`src/verilog/wdt_ch1_pkg.sv`:
```
// Shared constants for the second watchdog channel: register map, fields, timing.
package wdt_ch1_pkg;

    ////////////////////////////////////////////////////////////////////////////
    // Register port addresses.
    localparam int         ADDR_W        = 2;
    localparam logic [1:0] ADDR_CONTROL  = 2'h0;
    localparam logic [1:0] ADDR_COUNTER  = 2'h1;
    localparam logic [1:0] ADDR_RESET    = 2'h3;

    ////////////////////////////////////////////////////////////////////////////
    // Field positions of timer_control_status.
    localparam int WRAP_FLAG_BIT   = 7;
    localparam int MODE_BIT        = 6;
    localparam int ENABLE_BIT      = 5;
    localparam int SOURCE_BIT      = 4;
    localparam int ACTION_BIT      = 3;
    localparam int TICK_SEL_LSB    = 0;
    localparam int TICK_SEL_W      = 3;

    ////////////////////////////////////////////////////////////////////////////
    // Field positions and values of reset_control_status.
    localparam int         GUARD_FLAG_BIT   = 7;
    localparam int         CHIP_RESET_BIT   = 6;
    localparam int         RESET_TYPE_BIT   = 5;
    localparam logic [7:0] RESET_CTRL_INIT  = 8'h1F;
    localparam logic [4:0] RESET_CTRL_ONES  = 5'h1F;
    localparam logic [7:0] CONTROL_INIT     = 8'h00;

    ////////////////////////////////////////////////////////////////////////////
    // Counter and timing.
    localparam int         COUNT_W      = 8;
    localparam logic [7:0] COUNT_MAX    = 8'hFF;
    localparam int         HOLD_CYCLES  = 516;
    localparam int         MAIN_DIV_W   = 17;
    localparam int         SUB_DIV_W    = 8;

    // Log2 of the main-clock divisors for tick select codes 0 to 7.
    localparam logic [4:0] MAIN_LOG2 [8] = '{5'h01, 5'h06, 5'h07, 5'h09,
                                             5'h0B, 5'h0D, 5'h0F, 5'h11};
    // Log2 of the sub-clock divisors; only code 3 (divide by 16) is fixed.
    localparam logic [4:0] SUB_LOG2 [8]  = '{5'h01, 5'h02, 5'h03, 5'h04,
                                             5'h05, 5'h06, 5'h07, 5'h08};

endpackage

```
`src/verilog/wdt_ch1.sv`:
```
// Second watchdog channel: guard counter, control registers and overflow actions.
`timescale 1ns/1ns

////////////////////////////////////////////////////////////////////////////////
// Contract
// Counter wrap FF to 00 sets wrap flag.
// Wrap flag cleared by read-one then write-zero.
// Internal reset action clears wrap flag.
// Control bit 6: interval or watchdog mode.
// Enable counts; disable stops and zeroes counter.
// Control bit 4 picks main or sub prescaler.
// Control bit 3: interrupt or internal reset.
// Main prescaler codes divide by 2..131072.
// Sub prescaler code 011 divides by 16.
// Overflow period spans 256 selected ticks.
// Reset control loads 1F on pin reset only.
// Guard flag set only in watchdog mode.
// Guard flag cleared by read-one then write-zero.
// Reset enable bit 6 resets chip.
// Reset type bit 5 must stay zero.
// Reset control bits 4..0 read one.
// Eight-bit readable writable up-counter.
// Interval interrupt raised with wrap flag.
// Watchdog interrupt action raises nonmaskable request.
// Reset or interrupt request held 516 cycles.
// Counter advances one per enabled tick.
module wdt_ch1
    import wdt_ch1_pkg::*;
#(
    parameter int HOLD = HOLD_CYCLES
) (
    // Clock and external reset pin
    input  wire logic                  i_core_clk,
    input  wire logic                  i_rst_b,
    // Register port
    input  wire logic [ADDR_W-1:0]     i_reg_addr,
    input  wire logic                  i_reg_wr,
    input  wire logic                  i_reg_rd,
    input  wire logic [7:0]            i_reg_wdata,
    output logic      [7:0]            o_reg_rdata,
    // Sub-clock, sampled as a synchronous level
    input  wire logic                  i_sub_clk,
    // Requests to interrupt controller and reset logic
    output logic                       o_interval_irq,
    output logic                       o_nmi_req,
    output logic                       o_chip_reset_req
);
    import wdt_ch1_pkg::*;

    initial begin
        if (HOLD < 8) begin
            $error("wdt_ch1: HOLD must be at least eight cycles");
        end
    end

    ////////////////////////////////////////////////////////////////////////////
    // State.

    logic [COUNT_W-1:0]    guard_counter;
    logic                  count_wrap_flag;
    logic                  mode_select;
    logic                  count_enable;
    logic                  prescaler_source_select;
    logic                  overflow_action;
    logic [TICK_SEL_W-1:0] tick_select;
    logic                  wrap_armed;
    logic                  guard_overflow_flag;
    logic                  guard_armed;
    logic                  chip_reset_enable;
    logic                  reset_type_select;

    logic                  tick;
    logic                  ctrl_wr;
    logic                  cnt_wr;
    logic                  rst_wr;
    logic                  wrap;
    logic                  internal_reset;
    logic                  nmi_start;
    logic                  chip_start;
    logic                  next_wrap_flag;
    logic                  next_mode;
    logic [7:0]            control_view;
    logic [7:0]            reset_view;

    assign ctrl_wr = i_reg_wr && (i_reg_addr == ADDR_CONTROL);
    assign cnt_wr  = i_reg_wr && (i_reg_addr == ADDR_COUNTER);
    assign rst_wr  = i_reg_wr && (i_reg_addr == ADDR_RESET);

    assign control_view = {count_wrap_flag, mode_select, count_enable,
                           prescaler_source_select, overflow_action, tick_select};
    assign reset_view   = {guard_overflow_flag, chip_reset_enable, reset_type_select,
                           RESET_CTRL_ONES};

    ////////////////////////////////////////////////////////////////////////////
    // Prescaler and held requests.

    wdt_prescale u_prescale (
        .i_core_clk   (i_core_clk),
        .i_rst_b      (i_rst_b),
        .i_sub_clk    (i_sub_clk),
        .i_source_sel (prescaler_source_select),
        .i_tick_sel   (tick_select),
        .o_tick       (tick)
    );

    wdt_hold #(
        .HOLD (HOLD)
    ) u_nmi_hold (
        .i_core_clk (i_core_clk),
        .i_rst_b    (i_rst_b),
        .i_start    (nmi_start),
        .o_active   (o_nmi_req)
    );

    wdt_hold #(
        .HOLD (HOLD)
    ) u_reset_hold (
        .i_core_clk (i_core_clk),
        .i_rst_b    (i_rst_b),
        .i_start    (chip_start),
        .o_active   (o_chip_reset_req)
    );

    ////////////////////////////////////////////////////////////////////////////
    // Overflow detection and actions.

    // A software write in the same cycle as a tick wins, so the tick is lost.
    assign wrap           = count_enable && tick && !cnt_wr
                            && (guard_counter == COUNT_MAX);
    assign internal_reset = wrap && mode_select && overflow_action;
    assign nmi_start      = wrap && mode_select && !overflow_action;
    assign chip_start     = internal_reset && chip_reset_enable;

    ////////////////////////////////////////////////////////////////////////////
    // Guard counter.

    always_ff @(posedge i_core_clk or negedge i_rst_b) begin
        if (!i_rst_b) begin
            guard_counter <= '0;
        end else if (!count_enable || internal_reset) begin
            guard_counter <= '0;
        end else if (cnt_wr) begin
            guard_counter <= i_reg_wdata;
        end else if (tick) begin
            guard_counter <= guard_counter + COUNT_W'(1);
        end
    end

    ////////////////////////////////////////////////////////////////////////////
    // Control register.

    always_comb begin
        next_wrap_flag = count_wrap_flag;
        if (internal_reset) begin
            next_wrap_flag = 1'b0;
        end else if (wrap) begin
            next_wrap_flag = 1'b1;
        end else if (ctrl_wr && !i_reg_wdata[WRAP_FLAG_BIT] && wrap_armed) begin
            next_wrap_flag = 1'b0;
        end
    end

    always_comb begin
        next_mode = mode_select;
        if (internal_reset) begin
            next_mode = CONTROL_INIT[MODE_BIT];
        end else if (ctrl_wr) begin
            next_mode = i_reg_wdata[MODE_BIT];
        end
    end

    always_ff @(posedge i_core_clk or negedge i_rst_b) begin
        if (!i_rst_b) begin
            count_wrap_flag <= CONTROL_INIT[WRAP_FLAG_BIT];
            mode_select     <= CONTROL_INIT[MODE_BIT];
        end else begin
            count_wrap_flag <= next_wrap_flag;
            mode_select     <= next_mode;
        end
    end

    // An internal reset caused by overflow returns the control fields to their
    // initial values, whether or not the chip itself is reset.
    always_ff @(posedge i_core_clk or negedge i_rst_b) begin
        if (!i_rst_b) begin
            count_enable            <= CONTROL_INIT[ENABLE_BIT];
            prescaler_source_select <= CONTROL_INIT[SOURCE_BIT];
            overflow_action         <= CONTROL_INIT[ACTION_BIT];
            tick_select             <= CONTROL_INIT[TICK_SEL_LSB +: TICK_SEL_W];
        end else if (internal_reset) begin
            count_enable            <= CONTROL_INIT[ENABLE_BIT];
            prescaler_source_select <= CONTROL_INIT[SOURCE_BIT];
            overflow_action         <= CONTROL_INIT[ACTION_BIT];
            tick_select             <= CONTROL_INIT[TICK_SEL_LSB +: TICK_SEL_W];
        end else if (ctrl_wr) begin
            count_enable            <= i_reg_wdata[ENABLE_BIT];
            prescaler_source_select <= i_reg_wdata[SOURCE_BIT];
            overflow_action         <= i_reg_wdata[ACTION_BIT];
            tick_select             <= i_reg_wdata[TICK_SEL_LSB +: TICK_SEL_W];
        end
    end

    // The clear is armed only by a read that saw the flag at one.
    always_ff @(posedge i_core_clk or negedge i_rst_b) begin
        if (!i_rst_b) begin
            wrap_armed <= 1'b0;
        end else if (ctrl_wr || internal_reset) begin
            wrap_armed <= 1'b0;
        end else if (i_reg_rd && (i_reg_addr == ADDR_CONTROL) && count_wrap_flag) begin
            wrap_armed <= 1'b1;
        end
    end

    ////////////////////////////////////////////////////////////////////////////
    // Reset control register; of the two resets only the pin reset touches it.

    always_ff @(posedge i_core_clk or negedge i_rst_b) begin
        if (!i_rst_b) begin
            guard_overflow_flag <= RESET_CTRL_INIT[GUARD_FLAG_BIT];
        end else if (wrap && mode_select) begin
            guard_overflow_flag <= 1'b1;
        end else if (rst_wr && !i_reg_wdata[GUARD_FLAG_BIT] && guard_armed) begin
            guard_overflow_flag <= 1'b0;
        end
    end

    always_ff @(posedge i_core_clk or negedge i_rst_b) begin
        if (!i_rst_b) begin
            guard_armed <= 1'b0;
        end else if (rst_wr) begin
            guard_armed <= 1'b0;
        end else if (i_reg_rd && (i_reg_addr == ADDR_RESET) && guard_overflow_flag) begin
            guard_armed <= 1'b1;
        end
    end

    // Software keeps the reset type at zero; a one is stored but has no effect.
    always_ff @(posedge i_core_clk or negedge i_rst_b) begin
        if (!i_rst_b) begin
            chip_reset_enable <= RESET_CTRL_INIT[CHIP_RESET_BIT];
            reset_type_select <= RESET_CTRL_INIT[RESET_TYPE_BIT];
        end else if (rst_wr) begin
            chip_reset_enable <= i_reg_wdata[CHIP_RESET_BIT];
            reset_type_select <= i_reg_wdata[RESET_TYPE_BIT];
        end
    end

    ////////////////////////////////////////////////////////////////////////////
    // Outputs.

    always_ff @(posedge i_core_clk or negedge i_rst_b) begin
        if (!i_rst_b) begin
            o_interval_irq <= 1'b0;
        end else begin
            o_interval_irq <= next_wrap_flag && !next_mode;
        end
    end

    always_ff @(posedge i_core_clk or negedge i_rst_b) begin
        if (!i_rst_b) begin
            o_reg_rdata <= 8'h00;
        end else if (i_reg_rd) begin
            case (i_reg_addr)
                ADDR_CONTROL: o_reg_rdata <= control_view;
                ADDR_COUNTER: o_reg_rdata <= guard_counter;
                ADDR_RESET:   o_reg_rdata <= reset_view;
                default:      o_reg_rdata <= 8'h00;
            endcase
        end else begin
            o_reg_rdata <= 8'h00;
        end
    end
endmodule

```
`src/verilog/wdt_prescale.sv`:
```
// Two free-running prescalers and the tick selector feeding the guard counter.
`timescale 1ns/1ns
module wdt_prescale
    import wdt_ch1_pkg::*;
#(
    parameter int MAIN_W = MAIN_DIV_W,
    parameter int SUB_W  = SUB_DIV_W
) (
    // Clock and reset
    input  wire logic                  i_core_clk,
    input  wire logic                  i_rst_b,
    // Selection
    input  wire logic                  i_sub_clk,
    input  wire logic                  i_source_sel,
    input  wire logic [TICK_SEL_W-1:0] i_tick_sel,
    // Tick out
    output logic                       o_tick
);
    import wdt_ch1_pkg::*;

    initial begin
        if (MAIN_W < 17 || SUB_W < 8 || SUB_W > MAIN_W) begin
            $error("wdt_prescale: divider widths too small");
        end
    end

    logic [MAIN_W-1:0] main_cnt;
    logic [SUB_W-1:0]  sub_cnt;
    logic              sub_prev;
    logic              sub_edge;

    // True in the last count of each 2**lg period.
    function automatic logic at_wrap(input logic [MAIN_W-1:0] cnt, input logic [4:0] lg);
        logic [MAIN_W-1:0] low_mask;
        low_mask = (MAIN_W'(1) << lg) - MAIN_W'(1);
        at_wrap  = (cnt & low_mask) == low_mask;
    endfunction

    assign sub_edge = i_sub_clk && !sub_prev;

    always_ff @(posedge i_core_clk or negedge i_rst_b) begin
        if (!i_rst_b) begin
            main_cnt <= '0;
            sub_cnt  <= '0;
            sub_prev <= 1'b0;
        end else begin
            main_cnt <= main_cnt + MAIN_W'(1);
            sub_prev <= i_sub_clk;
            if (sub_edge) begin
                sub_cnt <= sub_cnt + SUB_W'(1);
            end
        end
    end

    always_ff @(posedge i_core_clk or negedge i_rst_b) begin
        if (!i_rst_b) begin
            o_tick <= 1'b0;
        end else if (i_source_sel) begin
            o_tick <= sub_edge && at_wrap(MAIN_W'(sub_cnt), SUB_LOG2[i_tick_sel]);
        end else begin
            o_tick <= at_wrap(main_cnt, MAIN_LOG2[i_tick_sel]);
        end
    end

endmodule

```
`src/verilog/wdt_hold.sv`:
```
// Stretches a one-cycle start into a request held for a fixed number of cycles.
`timescale 1ns/1ns
module wdt_hold
    import wdt_ch1_pkg::*;
#(
    parameter int HOLD = HOLD_CYCLES
) (
    // Clock and reset
    input  wire logic i_core_clk,
    input  wire logic i_rst_b,
    // Start and held request
    input  wire logic i_start,
    output logic      o_active
);
    import wdt_ch1_pkg::*;

    localparam int W = $clog2(HOLD + 1);

    initial begin
        if (HOLD < 1 || HOLD > 65535) begin
            $error("wdt_hold: HOLD out of range");
        end
    end

    logic [W-1:0] remain;
    logic [W-1:0] held_len;

    always_ff @(posedge i_core_clk or negedge i_rst_b) begin
        if (!i_rst_b) begin
            o_active <= 1'b0;
            remain   <= '0;
        end else if (i_start) begin
            o_active <= 1'b1;
            remain   <= W'(HOLD - 1);
        end else if (o_active) begin
            if (remain == '0) begin
                o_active <= 1'b0;
            end else begin
                remain <= remain - W'(1);
            end
        end
    end

    always_ff @(posedge i_core_clk or negedge i_rst_b) begin
        if (!i_rst_b) begin
            held_len <= '0;
        end else if (i_start || !o_active) begin
            held_len <= '0;
        end else begin
            held_len <= held_len + W'(1);
        end
    end
endmodule

```
`config.mk`:
```
export PLATFORM = sky130hd
export DESIGN_NAME = wdt_ch1
export DESIGN_NICKNAME = d
export VERILOG_FILES = /design/src/verilog/wdt_ch1_pkg.sv /design/src/verilog/wdt_ch1.sv /design/src/verilog/wdt_prescale.sv /design/src/verilog/wdt_hold.sv
export SDC_FILE = /design/constraint.sdc
export NUM_CORES = 1
export LEC_CHECK = 0
export ABC_AREA = 1
export BUFFER_PORTS_ARGS = -buffer_cell sky130_fd_sc_hd__buf_2
export CAP_MARGIN = 20
export CELL_PAD_IN_SITES_DETAIL_PLACEMENT = 0
export CELL_PAD_IN_SITES_GLOBAL_PLACEMENT = 1
export CORE_ASPECT_RATIO = 1.25
export CORE_UTILIZATION = 35
export CTS_CLUSTER_DIAMETER = 50
export DETAILED_ROUTE_END_ITERATION = 10
export PLACE_DENSITY = 0.64
export SYNTH_ARGS = -nofsm -noshare
export SYNTH_HDL_FRONTEND = slang
export SYNTH_SLANG_ARGS = --single-unit
```
`constraint.sdc`:
```
create_clock -name i_core_clk -period 2.95 [get_ports i_core_clk]
set_input_delay 0.1475 -clock i_core_clk [delete_from_list [all_inputs] [get_ports i_core_clk]]
set_output_delay 0.1475 -clock i_core_clk [all_outputs]
set_load 0.05 [all_outputs]
```
Word-level counts from Yosys, hierarchy flattened

Memories as Yosys holds them, arrays and structs flattened.
Cells that the tools add are included.

Bits of input ports: 15
Output and inout port bits: 11
Bits in registers: 79
Logic and storage cells: 126
Bits in read-only memories: 80
Memories kept: 2
Bits in writable memories: 0
Bits in latches: 0

Reductions and logical operators: 41
Add/subtract/negate cells: 7
Multiplexer cells: 41
Magnitude comparators: 1
Bitwise operators: 3
Shift-type cells: 2
Divide/modulo/power cells: 0
Equal/unequal tests: 7
Multiply operators: 0

Memory list:

| name             | words | width | rd ports | clocked after Yosys merged registers in | write ports | RTL line           | text |
|---|---|---|---|---|---|---|---|
| (name not given) | 8     | 5     | 1        | 0                                       | 0           | wdt_prescale.sv:61 | `o_tick <= at_wrap(main_cnt, MAIN_LOG2[i_tick_sel]);` |
| (name not given) | 8     | 5     | 1        | 0                                       | 0           | wdt_prescale.sv:59 | `o_tick <= sub_edge && at_wrap(MAIN_W'(sub_cnt), SUB_LOG2[i_tick_sel]);` |

Operators by type and width:

| kind                  | number |
|---|---|
| $mux 10               | 6 |
| $eq 17x17->1          | 2 |
| $shl 1x5->17 const A  | 2 |
| $sub 17x2->17 const B | 2 |
| $mux 8                | 4 |
| $mux 1                | 24 |
| $pmux 8 s3            | 1 |
| $logic_and 1x1->1     | 21 |
| $logic_not 10->1      | 2 |
| $mux 5                | 4 |
| $sub 10x1->10 const B | 2 |
| $add 17x1->17 const B | 1 |
| $and 17x17->17        | 1 |
| $and 8x17->17         | 1 |
| $add 8x1->8 const B   | 2 |
| $reduce_bool 2->1     | 6 |
| $eq 8x8->1 const B    | 1 |
| $logic_not 1->1       | 6 |
| $mux 3                | 2 |
| $ge 4x4->1 const B    | 1 |
| $ne 2x2->1 const B    | 2 |
| $not 3->4             | 1 |
| $reduce_and 2->1      | 2 |
| $reduce_bool 3->1     | 1 |
| 4 further kinds       | 5 |

Longest topological paths before layout

Gate-level depths: netlist of run 1.

Depth after elaboration: 10
Mapped depth: 18
Gate-level depth less buffers: 16

Cells and area by module

Synthesis of run 1 repeated with hierarchy kept, for this count alone.

Cell total of the unflattened synthesis: 629
Area, all modules: 4,697.0 um^2

Modules (own cells, without submodules):

| module       | sequential area each (um^2) | times used | cells an instance | area an instance (um^2) |
|---|---|---|---|---|
| wdt_prescale | 675.6                       | 1          | 214               | 1,706.6 |
| wdt_ch1      | 750.7                       | 1          | 223               | 1,671.6 |
| wdt_hold     | 275.3                       | 2          | 96                | 659.4 |

Worst setup path after synthesis of run 1

Ideal clock, no wire load.

Path kind: reg-to-reg
Start point: reg tick_select[1]
End point: reg u_prescale.o_tick
Period minus slack after synthesis: 2.328 ns
Library setup time: 0.065 ns
Setup slack: 0.622 ns
Buffers on the path: 2
Data required time: 2.885 ns
Arrival time: 2.263 ns
Stages on the path, launching flop included: 19
Path through: dfrtp_1 -> clkbuf_1 -> inv_1 -> ha_1 -> buf_4 -> inv_1 -> nor2_1 -> nand3_1 -> ha_1 -> inv_1 -> nand2_1 -> nand2_1 -> nor2_1 -> nand3_1 -> nor2_1 -> nand2_1 -> nor2_1 -> nand3_1 -> nand2_1

Cells in the longest elaborated chain, start to end: 10
Elaborated cells between the ends (all ways): 17
Those cells by class: 2 x add/sub; 2 x eq/ne; 2 x shift; 5 x mux; 3 x bitwise; 1 x reduce/logical; 2 x memory

RTL lines:

| what                                       | RTL line                               | text |
|---|---|---|
| start: declaration                         | wdt_ch1.sv:65                          | `logic [TICK_SEL_W-1:0] tick_select;` |
| start signal: assignment                   | wdt_ch1.sv:189                         | `tick_select <= CONTROL_INIT[TICK_SEL_LSB +: TICK_SEL_W];` |
| start signal: assignment                   | wdt_ch1.sv:194                         | `tick_select <= CONTROL_INIT[TICK_SEL_LSB +: TICK_SEL_W];` |
| start signal: assignment                   | wdt_ch1.sv:199                         | `tick_select <= i_reg_wdata[TICK_SEL_LSB +: TICK_SEL_W];` |
| $not 3->4 (not written as such) *          | wdt_prescale.sv:59, wdt_prescale.sv:61 |  |
| $mem_v2 8x5                                | --                                     |  |
| $mux 5 (not written as such) (2 in series) | wdt_prescale.sv:59                     |  |
| $shl 1x5->17                               | wdt_prescale.sv:35                     | `low_mask = (MAIN_W'(1) << lg) - MAIN_W'(1);` |
| $sub 17x2->17                              | wdt_prescale.sv:35                     |  |
| $and 8x17->17                              | wdt_prescale.sv:36                     | `at_wrap = (cnt & low_mask) == low_mask;` |
| $eq 17x17->1                               | wdt_prescale.sv:36                     |  |
| $logic_and 1x1->1                          | wdt_prescale.sv:59                     |  |
| $mux 1 *                                   | wdt_prescale.sv:58                     | `end else if (i_source_sel) begin` |
| end signal: assignment                     | wdt_prescale.sv:59                     |  |
| end signal: assignment                     | wdt_prescale.sv:61                     |  |
| end: declaration                           | wdt_prescale.sv:17                     | `output logic o_tick` |

Every way passes the cells marked *; elsewhere a longest branch is shown, timed or not. The select of a mux whose other input is x is not followed.
A chain may end at the register's enable or synchronous reset.

Worst setup path after layout of run 1

Start point: reg tick_select[0]
End point: reg u_prescale.o_tick

The elaborated chain is that of the path after synthesis.

==> results of run 1 <==
## worst max-delay path: stages, from the launching register on
cell     delay (ps)
dfrtp_1         500
ha_1            360
inv_2           140
nand2_1         110
nor2_1          270
nand3_1         120
ha_1            270
nand2_1          90
nand2_1          50
nor2_1           90
nand3_1          70
nor2_1           90
nand2_1          60
nor2_1           80
nand3_1          80
nand2_1          60
## metal layers
| metal | global-route usage, % | vias to the layer above | part of all wire [%] |
|---|---|---|---|
| met2 | 26.9 | 66 | 46 |
| met4 | 8.12 | 0 | 2.2 |
| met3 | 3.27 | 18 | 3.1 |
| li1 | - | 1938 | - |
| met1 | 22.7 | 1751 | 48 |
| met5 | 0 | - | 0 |
## registers in the layout, summed over array words and instances (netlist names)
name / cells
chip_reset_enable: 1
count_enable: 1
count_wrap_flag: 1
guard_armed: 1
guard_counter: 8
guard_overflow_flag: 1
mode_select: 1
o_interval_irq: 1
o_reg_rdata: 8
overflow_action: 1
prescaler_source_select: 1
reset_type_select: 1
tick_select: 3
u_nmi_hold.o_active: 1
u_nmi_hold.remain: 10
u_prescale.main_cnt: 17
u_prescale.o_tick: 1
u_prescale.sub_cnt: 8
u_prescale.sub_prev: 1
u_reset_hold.o_active: 1
u_reset_hold.remain: 10
wrap_armed: 1
## cell families after synthesis
kind of cell | count (synthesis) | share of synthesized area, %
buffers and inverters | 104 | 9.36
multiplexers | 1 | 0.243
adder cells (fa/ha/maj) | 9 | 2.43
AND/OR/NAND/NOR | 279 | 30.1
AO/OA/AOI/OAI | 79 | 9.27
XOR/XNOR | 32 | 6.04
flip-flops | 79 | 42.6
## path summary, 6_finish.rpt
kind / startpoint / end / slack [ps] / cells after the start
max in group asynchronous: i_rst_b / u_prescale.sub_cnt[3]$_DFFE_PN0P_ / 2030 / 3
hold / removal: i_reg_wdata[6] / chip_reset_enable$_DFFE_PN0P_ / 60 / 3
hold reg to reg: u_prescale.sub_cnt[7]$_DFFE_PN0P_ / u_prescale.sub_cnt[7]$_DFFE_PN0P_ / 470 / 1
min in group asynchronous: i_rst_b / u_nmi_hold.remain[3]$_DFFE_PN0P_ / 320 / 2
setup / recovery: tick_select[0]$_DFFE_PN0N_ / u_prescale.o_tick$_DFF_PN0_ / 450 / 15
setup reg to reg: tick_select[0]$_DFFE_PN0N_ / u_prescale.o_tick$_DFF_PN0_ / 450 / 15
## power by group through the flow
stage | clock, uW | sequential, uW | combinational (uW)
global route | 1200 | 1280 | 690
CTS | 1160 | 1260 | 599
finish | 1120 | 1260 | 601
global placement | 0 | 1280 | 596
detailed placement | 0 | 1290 | 593
floorplan | 0 | 1270 | 437
## what timing repair did
item                                   in CTS  in global routing
setup buffers                               0                  0
hold buffers                                1                  1
endpoints found under the hold margin       1                 34
## per-stage QoR
stage	hold slack [ps]	util, %	instances
2_1_floorplan	-148	-	583
3_3_place_gp	270	38.3	767
3_5_place_dp	273	38.3	767
4_1_cts	41.9	40.6	783
5_1_grt	58.1	40.9	785
6_report	55.6	40.9	785
## final cells by class
cell class	instances	share of cell area, %
Multi-Input combinational cell	400	42.4
Sequential cell	79	37.6
Inverter	93	6.69
Clock buffer	9	4.29
Tap cell	168	4.00
Timing Repair Buffer	30	3.62
Clock inverter	6	1.33
## cell usage in the layout (no fill, tap or decap), drive strengths merged
| cell | Yosys | layout |
|---|---|---|
| nand4 | 19 | 19 |
| clkbuf | 2 | 9 |
| clkinv | 3 | 4 |
| o21ai | 44 | 44 |
| clkinvlp | 0 | 3 |
| nand3 | 55 | 55 |
| buf | 9 | 28 |
| nor3 | 11 | 11 |
| nor2 | 58 | 58 |
| xnor2 | 6 | 6 |
| o211ai | 6 | 6 |
| o221ai | 1 | 1 |
| o22ai | 3 | 3 |
| a21oi | 24 | 24 |
| inv | 90 | 91 |
| ha | 9 | 9 |
| nand2 | 132 | 132 |
| mux2 | 1 | 1 |
| nand3b | 2 | 2 |
| dlygate4sd3 | 0 | 2 |
| or2 | 2 | 2 |
| o21bai | 1 | 1 |
| dfrtp | 79 | 79 |
| bufinv | 0 | 1 |
| xor2 | 26 | 26 |
## synth_stat cells (5+ instances only)
| master | count |
|---|---|
| a21oi_1 | 24 |
| dfrtp_1 | 79 |
| ha_1 | 9 |
| inv_1 | 85 |
| inv_2 | 5 |
| nand2_1 | 121 |
| nand2_2 | 10 |
| nand3_1 | 46 |
| nand3_2 | 8 |
| nand4_1 | 16 |
| nor2_1 | 43 |
| nor2_2 | 8 |
| nor2_4 | 7 |
| nor3_1 | 9 |
| o21ai_0 | 33 |
| o21ai_1 | 11 |
| xnor2_1 | 6 |
| xor2_1 | 26 |
==> results.md, run 1 <==
* Slew @ Worst Pin at between 500 and 600 ps
* EDFF count, synth at 0
* Unrepaired setup endpoints after global routing: no
* Primary FF master, synth: dfrtp_1
* Sequential power share at a little over two fifths
* Finished layout cell area at roughly 5300 um^2
* Final setup viols at 0
* Full die area at 13700 um^2
* Fraction of layout cells with a size suffix above 1 at 15.6%
* Max-slew violation count at 0
* Synthesized cell area at between 4000 and 5000 um^2
* Core Box Area at between 10000 and 15000 um^2
* Nets at 637
* Worst setup EP type: register
* Clock power share at a little under two fifths
* Pleak at 0.00261 uW
* Switching part of the total power at approximately a third
* Path type of the worst setup path: register to register
* # DRC at 0
* CTS resizes at 0
* CTS tree: built
* Comb power frac at roughly 20%
* H-tree Lvls at 3
* Syn_area_per_cell at 7.96 um^2
* Initial antenna violation count at 0
* Synth area leaders: dfrtp_1 (43%), nand2_1 (9.8%), inv_1 (6.9%)
* Io pins at 26
* Final Power at ~3000 uW
* P&R area growth vs syn at 13.2%
* Post-route ant nets at 0
* Crit share post-route at 84.8%
* Worst hold path class: primary input to register
* Max cap viols at 0
* FF+latch area at ~2000 um^2
* CP startpoint kind: register
* Via density at around 4.8
* Peak supply drop at approximately 0.38 mV
* Fmax at approximately 400 MHz
* Via count at 3773
* Leading area contributor after synthesis: dfrtp_1
* Place WS at 439 ps
* PnR worst setup slack at ~450 ps
* Fillers at ~1.3k
* Synth top area share at 42.6%
* Chip height at 131 um
* CTS root buf: clkbuf_16
* Worst Path Max Fanout at 11
* First-pass GRT wire length at 18.1 mm
* Gr usage total at between 10% and 20%
* Post-synth ARST share at 100%
* Initial drt markers at between 100 and 150
* Bufs on Longest Clock Path at 2
* Clock Latency Late Sink at roughly 340 ps
* Initial core utilization at a little over a third
* Worst Path Required at approximately 3200 ps
* Cell variety after synth at 38
* RD Place Congestion at about 0.88
* Detailed Route WL at between 10 and 15 mm
* Port buffer count at 25
* WP data arrival at ~2800 ps
* Power density over cell area at ~570 nW/um^2
* Sequential cell area fraction in the yosys report at between 40% and 50%
* Placed instance area at slightly below 5000 um^2
* TNS Setup at 0 ps
* Ant diodes at 0
* Number of global-route vias before repair at between 3k and 4k
* Slew headroom at between 60% and 70%
* Switch Pwr at between 900 and 1000 uW
* TritonCTS Buffers at 9
* Post-synth net total at between 600 and 700
* Hold Violations, Final at 0
* GR Overflow Total at 0
* Clk sinks at 79
* Die X at 105 um
* Pin count of the biggest net entering global routing at 80
* Fin Clk Skew at approximately 12 ps
* Int Power at between 2000 and 2500 uW
* Worst-path clk slew at 70 ps
* Post-route minimum period at ~2500 ps
* Yosys warns at 0
* DRT Pass-1 Iters at 5
* Hpwl dp at around 8 mm
* Flops & latches, synth at a little under 80
* Wire per inst at 13.8 um
* Synthesized instance count at 583
* Rows at 46
* Multi-input logic area at between 2000 and 2500 um^2
* Status: finished clean
Note: power is estimated with default switching activity, not from simulation.
==> run 2: changes to the inputs <==
Clock period 2.95 ns to 2.4 ns, I/O delays scaled along.
==> run 2 against run 1 <==
  * Critical path type unchanged
  * Flip-flop and latch count stayed put
  * Power is 27% higher
  * Sequential share of layout area is 0.46 points lower
  * Maximum frequency is 18% higher
  * Via count is 1.8% higher
  * Core utilization is 0.51 points higher
  * Clock-buffer cell count is 1 higher
  * Combinational power is 29% higher
  * First-iteration DRC count is 43% higher
  * Sequential power is 22% higher
  * Largest power group unchanged
  * Clock skew is 4.5 ps lower
  * Clock power is 30% higher
==> results.md, run 2 (synthesis results as in run 1) <==
* Gr usage total at 17.0% (-0.078 points)
* Hold depth at 3 (unchanged)
* CP startpoint kind: register
* Biggest regs: u_prescale.main_cnt x17, u_nmi_hold.remain x10, u_reset_hold.remain x10
* First-pass GRT wire length at 18.1 mm (+0.12%)
* Wire per inst at 13.5 um (-2.2%)
* Ant diodes at 0 (unchanged)
* Slew @ Worst Pin at 531 ps (-5.58 ps)
* Fillers at 1311 (-1.5%)
* Final setup viols at 0 (unchanged)
* Most common cell after layout, fill and taps aside: nand2_1
* Post-route minimum period at 2120 ps (-381 ps)
* Hpwl dp at 7.80 mm (-0.15%)
* FF-to-FF End: u_prescale.o_tick$_DFF_PN0_
* CTS tree: built
* Pin count of the biggest net entering global routing at 80 (unchanged)
* Nets at 642 (+0.78%)
* Post-route ant nets at 0 (unchanged)
* Placed instance area at 4960 um^2 (+1.0%)
* Max cap viols at 0 (unchanged)
* WP data arrival at 2410 ps (-370 ps)
* P&R area growth vs syn at 14.6%
* Rows at 46 (unchanged)
* Port buffer count at 25 (unchanged)
* Full die area at 13700 um^2 (unchanged)
* Pleak at 0.00265 uW (+1.6%)
* CTS root buf: clkbuf_16
* R2R Setup Slk at 280 ps (-170 ps)
* Worst hold path class: primary input to register
* Via count at 3840 (+1.8%)
* RD Place Congestion at 0.851 (-2.9%)
* Worst Path Required at 2680 ps (-550 ps)
* Peak supply drop at 0.361 mV (-3.9%)
* Worst Path Max Fanout at 6 (-5)
* Number of global-route vias before repair at 3758 (+2.9%)
* Chip height at 131 um (unchanged)
* Initial antenna violation count at 0 (unchanged)
* Power density over cell area at 711 nW/um^2 (+25%)
* Worst setup EP type: register
* Path type of the worst setup path: register to register
* Clock Latency Late Sink at 350 ps (about the same)
* Via density at 4.85 (+1.0%)
* Io pins at 26 (unchanged)
* Utilization after layout at 41.4% (+0.51 points)
* Fmax at 471 MHz (+18%)
* Die X at 105 um (unchanged)
* Finished layout cell area at 5320 um^2 (+1.2%)
* Place WS at 190 ps (-248 ps)
* Core Box Area at 12800 um^2 (unchanged)
* Initial core utilization at 36.2% (unchanged)
* TritonCTS Buffers at 9 (unchanged)
* Hold Path Sink: chip_reset_enable$_DFFE_PN0P_
* Fin Clk Skew at 7.90 ps (-4.51 ps)
* Detailed Route WL at 10.7 mm (-1.5%)
* Bufs on Longest Clock Path at 2 (unchanged)
* Commonest cells after routing, fill and taps aside: nand2_1 (121), inv_1 (85), dfrtp_1 (79), nand3_1 (46), nor2_1 (42)
* Initial drt markers at 192 (+43%)
* Worst hold slack at 11.5 ps (-44.1 ps)
* Reg-to-Reg Start: tick_select[1]$_DFFE_PN0N_
* Crit share post-route at 88.4% (+3.6 points)
* Clk sinks at 79 (unchanged)
* TNS Setup at 0 ps (unchanged)
* Max-slew violation count at 0 (unchanged)
* Status: finished clean
* Fraction of layout cells with a size suffix above 1 at 16.9% (+1.3 points)
* Top reg by flops: u_prescale.main_cnt
* PnR worst setup slack at 278 ps (-169 ps)
* Worst-path clk slew at 70 ps (about the same)
* Max reg flops at 17 (unchanged)
* # DRC at 0 (unchanged)
* Hold Crit Start: i_reg_wdata[6]
* R2R depth at 16 (+1)
* H-tree Lvls at 3 (unchanged)
* GR Overflow Total at 0 (unchanged)
* Hold Violations, Final at 0 (unchanged)
* Slew headroom at 64.5% (+0.29 points)
* DRT Pass-1 Iters at 4 (-1)
-- run 2: timing repair --
action,in CTS,in global routing
buffers inserted,0,1
endpoints found under the hold margin,80,0
hold buffers,2,0
gates resized for setup,0,3
setup endpoints to repair,0,1
-- run 2: worst max-delay path, cell delays in order (launching register included) --
cell and delay (ps):
dfrtp_1 410, inv_1 100, ha_4 300, inv_1 110, nor2_2 140, nand3_1 80, ha_1 270, inv_1 40
nand2_1 40, nand2_1 40, nor2_1 80, nand3_1 70, nor2_1 90, nand2_1 60, nor2_1 80, nand3_1 70
nand2_1 60
-- run 2: area by class of cell --
cell class,count,area (um^2),share of cell area (%)
clock buffer,10,239,4.49
timing repair buffer,35,220,4.14
tap,168,210,3.95
sequential,79,1980,37.2
multi-input combinational,400,2250,42.2
inverter,93,352,6.61
clock inverter,6,73.8,1.39
-- run 2: routing by layer --
metal  global-route usage (%)  share of wire [%]
met1                     22.1                 49
met2                     27.6                 46
met3                     3.57                2.8
met4                     7.21                2.1
met5                        0                  0
-- run 2: per-stage QoR --
| step | total power [uW] | instances |
|---|---|---|
| 6_report | 3780 | 791 |
| 5_1_grt | 4000 | 791 |
| 4_1_cts | 3810 | 790 |
| 3_5_place_dp | 2320 | 772 |
| 3_3_place_gp | 2330 | 772 |
| 2_1_floorplan | 2100 | 583 |
-- run 2: worst max path at each step --
stage	start	endpoint	slack, ps	depth (start not counted)
floorplan	tick_select[1]$_DFFE_PN0N_	u_prescale.o_tick$_DFF_PN0_	70	18
global placement	tick_select[1]$_DFFE_PN0N_	u_prescale.o_tick$_DFF_PN0_	210	16
detailed placement	tick_select[1]$_DFFE_PN0N_	u_prescale.o_tick$_DFF_PN0_	190	16
CTS	tick_select[1]$_DFFE_PN0N_	u_prescale.o_tick$_DFF_PN0_	180	16
global route	tick_select[1]$_DFFE_PN0N_	u_prescale.o_tick$_DFF_PN0_	-0.2	16
finish	tick_select[1]$_DFFE_PN0N_	u_prescale.o_tick$_DFF_PN0_	280	16
-- run 2: power breakdown --
part | leakage (uW) | internal [uW] | switching (uW)
Combinational | 0.00151 | 281 | 496
Clock | 0.000154 | 851 | 610
Sequential | 0.000988 | 1440 | 105
Total | 0.00265 | 2570 | 1210
==> run 3: changes to the inputs <==
Settings changed: PLACE_DENSITY 0.64 to not set, PLACE_DENSITY_LB_ADDON set to 0.05.
==> run 3 against run 2 <==
  * Combinational power about the same
  * Die area did not move
  * Highest routed layer unchanged
  * Routed wire length rose by 3.5%
  * Largest power group unchanged
  * Maximum frequency down 1.9%
  * Non-clock buffer count unchanged
==> results.md, run 3 (synthesis results as in run 1) <==
* Slew headroom at 64.7% (+0.15 points)
* Pin count of the biggest net entering global routing at 50 (-38%)
* Fin Clk Skew at 10.5 ps (+2.65 ps)
* Hold Violations, Final at 0 (unchanged)
* P&R area growth vs syn at 14.2%
* Nets at 642 (unchanged)
* FF+latch area at 1980 um^2 (unchanged)
* GR Overflow Total at 0 (unchanged)
* Bufs on Longest Clock Path at 2 (unchanged)
* # DRC at 0 (unchanged)
* Worst hold path class: primary input to register
* Post-route ant nets at 0 (unchanged)
* Worst path slowest cell: dfrtp_1
* Crit share post-route at 90.1% (+1.7 points)
* Final Power at 3660 uW (-3.1%)
* Power density over cell area at 692 nW/um^2 (-2.7%)
* Buf+Inv Stages, Crit Path at 3 (unchanged)
* Slew @ Worst Pin at 529 ps (-2.22 ps)
* Postcts setup bufs at 0 (unchanged)
* Max-slew violation count at 0 (unchanged)
* Multi-input logic area at 2240 um^2 (-0.11%)
* Via density at 4.74 (-2.3%)
* Core Box Area at 12800 um^2 (unchanged)
* First-pass GRT wire length at 18.5 mm (+2.2%)
* Worst setup EP type: register
* Pleak at 0.00263 uW (-0.68%)
* Status: finished clean
* Switch Pwr at 1210 uW (-0.57%)
* Comb power frac at 21.3% (+0.7 points)
* Fmax at 462 MHz (-1.9%)
* Peak supply drop at 0.281 mV (-22%)
* Worst Path Max Fanout at 6 (unchanged)
* Initial drt markers at 150 (-22%)
* Full die area at 13700 um^2 (unchanged)
* Rows at 46 (unchanged)
* Gr usage total at 17.3% (+0.38 points)
* Port buffer count at 25 (unchanged)
* Fillers at 1351 (+3.1%)
* Fraction of layout cells with a size suffix above 1 at 16.5% (-0.32 points)
* Worst Path Required at 2680 ps (about the same)
* Max reg flops at 17 (unchanged)
* DRT Pass-1 Iters at 4 (unchanged)
* Biggest regs: u_prescale.main_cnt x17, u_nmi_hold.remain x10, u_reset_hold.remain x10
* Max cap viols at 0 (unchanged)
* Clock Latency Late Sink at 350 ps (about the same)
* Sequential power share at 42.0% (+1.2 points)
* H-tree Lvls at 3 (unchanged)
* CTS tree: built
* Ant diodes at 0 (unchanged)
* Switching part of the total power at 32.9% (+0.84 points)
* Io pins at 26 (unchanged)
* Critical Path, Cell by Cell: inv_1 -> ha_4 -> inv_1 -> nor2_1 -> nand3_1 -> ha_1 -> inv_1 -> nand2_1 -> nand2_1 -> nor2_1 -> nand3_1 -> nor2_1 -> nand2_1 -> nor2_1 -> nand3_1 -> nand2_1
* Via count at 3751 (-2.3%)
* Path type of the worst setup path: register to register
* Commonest cells after routing, fill and taps aside: nand2_1 (121), inv_1 (85), dfrtp_1 (79), nand3_1 (46), nor2_1 (43)
* Final setup viols at 0 (unchanged)
* Most common cell after layout, fill and taps aside: nand2_1
* Hpwl dp at 8.27 mm (+6.0%)
* Crit-path leading delay family: simple AND/OR/NAND/NOR gates
* Post-route minimum period at 2160 ps (+40.6 ps)
* Unrepaired setup endpoints after global routing: no
* Number of global-route vias before repair at 3739 (-0.51%)
* Int Power at 2460 uW (-4.3%)
* Initial antenna violation count at 0 (unchanged)
* Worst path max stage delay at 400 ps (about the same)
* Initial core utilization at 36.2% (unchanged)
* Die X at 105 um (unchanged)
* WP data arrival at 2450 ps (+40 ps)
* Utilization after layout at 41.3% (-0.17 points)
* Clock power share at 36.7% (-1.9 points)
* Detailed Route WL at 11.0 mm (+3.5%)
* Wire per inst at 14.0 um (+3.5%)
* RD Place Congestion at 0.875 (+2.8%)
* TNS Setup at 0 ps (unchanged)
* TritonCTS Buffers at 9 (unchanged)
* CTS root buf: clkbuf_16
* Chip height at 131 um (unchanged)
* CP startpoint kind: register
* Top reg by flops: u_prescale.main_cnt
* Worst-path clk slew at 70 ps (about the same)
* Clk sinks at 79 (unchanged)
==> run 3: power by group through the flow <==
stage	clock network [uW]	logic [uW]	registers [uW]
after detailed placement	0	769	1560
after floorplan	0	537	1560
final	1350	780	1540
after global placement	0	776	1560
after CTS	1390	777	1540
after global routing	1440	892	1550
==> run 3: final cells by class <==
| type | count | share of cell area [%] |
|---|---|---|
| multi-input combinational | 400 | 42.4 |
| sequential | 79 | 37.3 |
| inverter | 93 | 6.64 |
| clock buffer | 10 | 4.51 |
| timing repair buffer | 35 | 4.20 |
| tap | 168 | 3.97 |
| clock inverter | 6 | 0.992 |
==> run 3: metrics by stage <==
stage	worst slack (ps)	hold WS, ps	instances	area (um^2)
2_1_floorplan	71.7	-176	583	4640
3_3_place_gp	191	98.0	772	4960
3_5_place_dp	157	104	772	4960
4_1_cts	150	28.8	791	5280
5_1_grt	2.45	35.0	791	5300
6_report	238	36.3	791	5300
==> run 3: path summary, 6_finish.rpt <==
kind,cells after the start,end,from,slack (ps)
min in group asynchronous,2,u_prescale.main_cnt[14]$_DFF_PN0_,i_rst_b,260
min,3,o_reg_rdata[5]$_DFF_PN0_,i_reg_rd,40
max,16,u_prescale.o_tick$_DFF_PN0_,tick_select[1]$_DFFE_PN0N_,240
min reg2reg,1,u_prescale.sub_cnt[7]$_DFFE_PN0P_,u_prescale.sub_cnt[7]$_DFFE_PN0P_,480
max in group asynchronous,3,prescaler_source_select$_DFFE_PN0N_,i_rst_b,1510
max reg2reg,16,u_prescale.o_tick$_DFF_PN0_,tick_select[1]$_DFFE_PN0N_,240
==> run 3: worst register-to-register path: cells and delay by family (launching register included) <==
family	cells	cell delay [ps]
and+or+nand+nor	11	880
adders and majority gates	2	580
DFF	1	400
buffers and inverters	3	230
==> run 3: what timing repair did <==
action	in CTS	in global routing
hold endpoints to repair	32	0
gates resized for setup	0	2
endpoints found under the setup margin	0	1
hold buffers	3	0
==> run 3: metal layers <==
| layer | GRT usage, % | part of all wire (%) | vias to the layer above | wire, um |
|---|---|---|---|---|
| li1 | - | - | 1946 | - |
| met1 | 22.5 | 49 | 1759 | 5400 |
| met2 | 29.1 | 48 | 34 | 5280 |
| met3 | 3.08 | 1.9 | 12 | 208 |
| met4 | 6.55 | 1.5 | 0 | 162 |
| met5 | 0 | 0 | - | 0 |
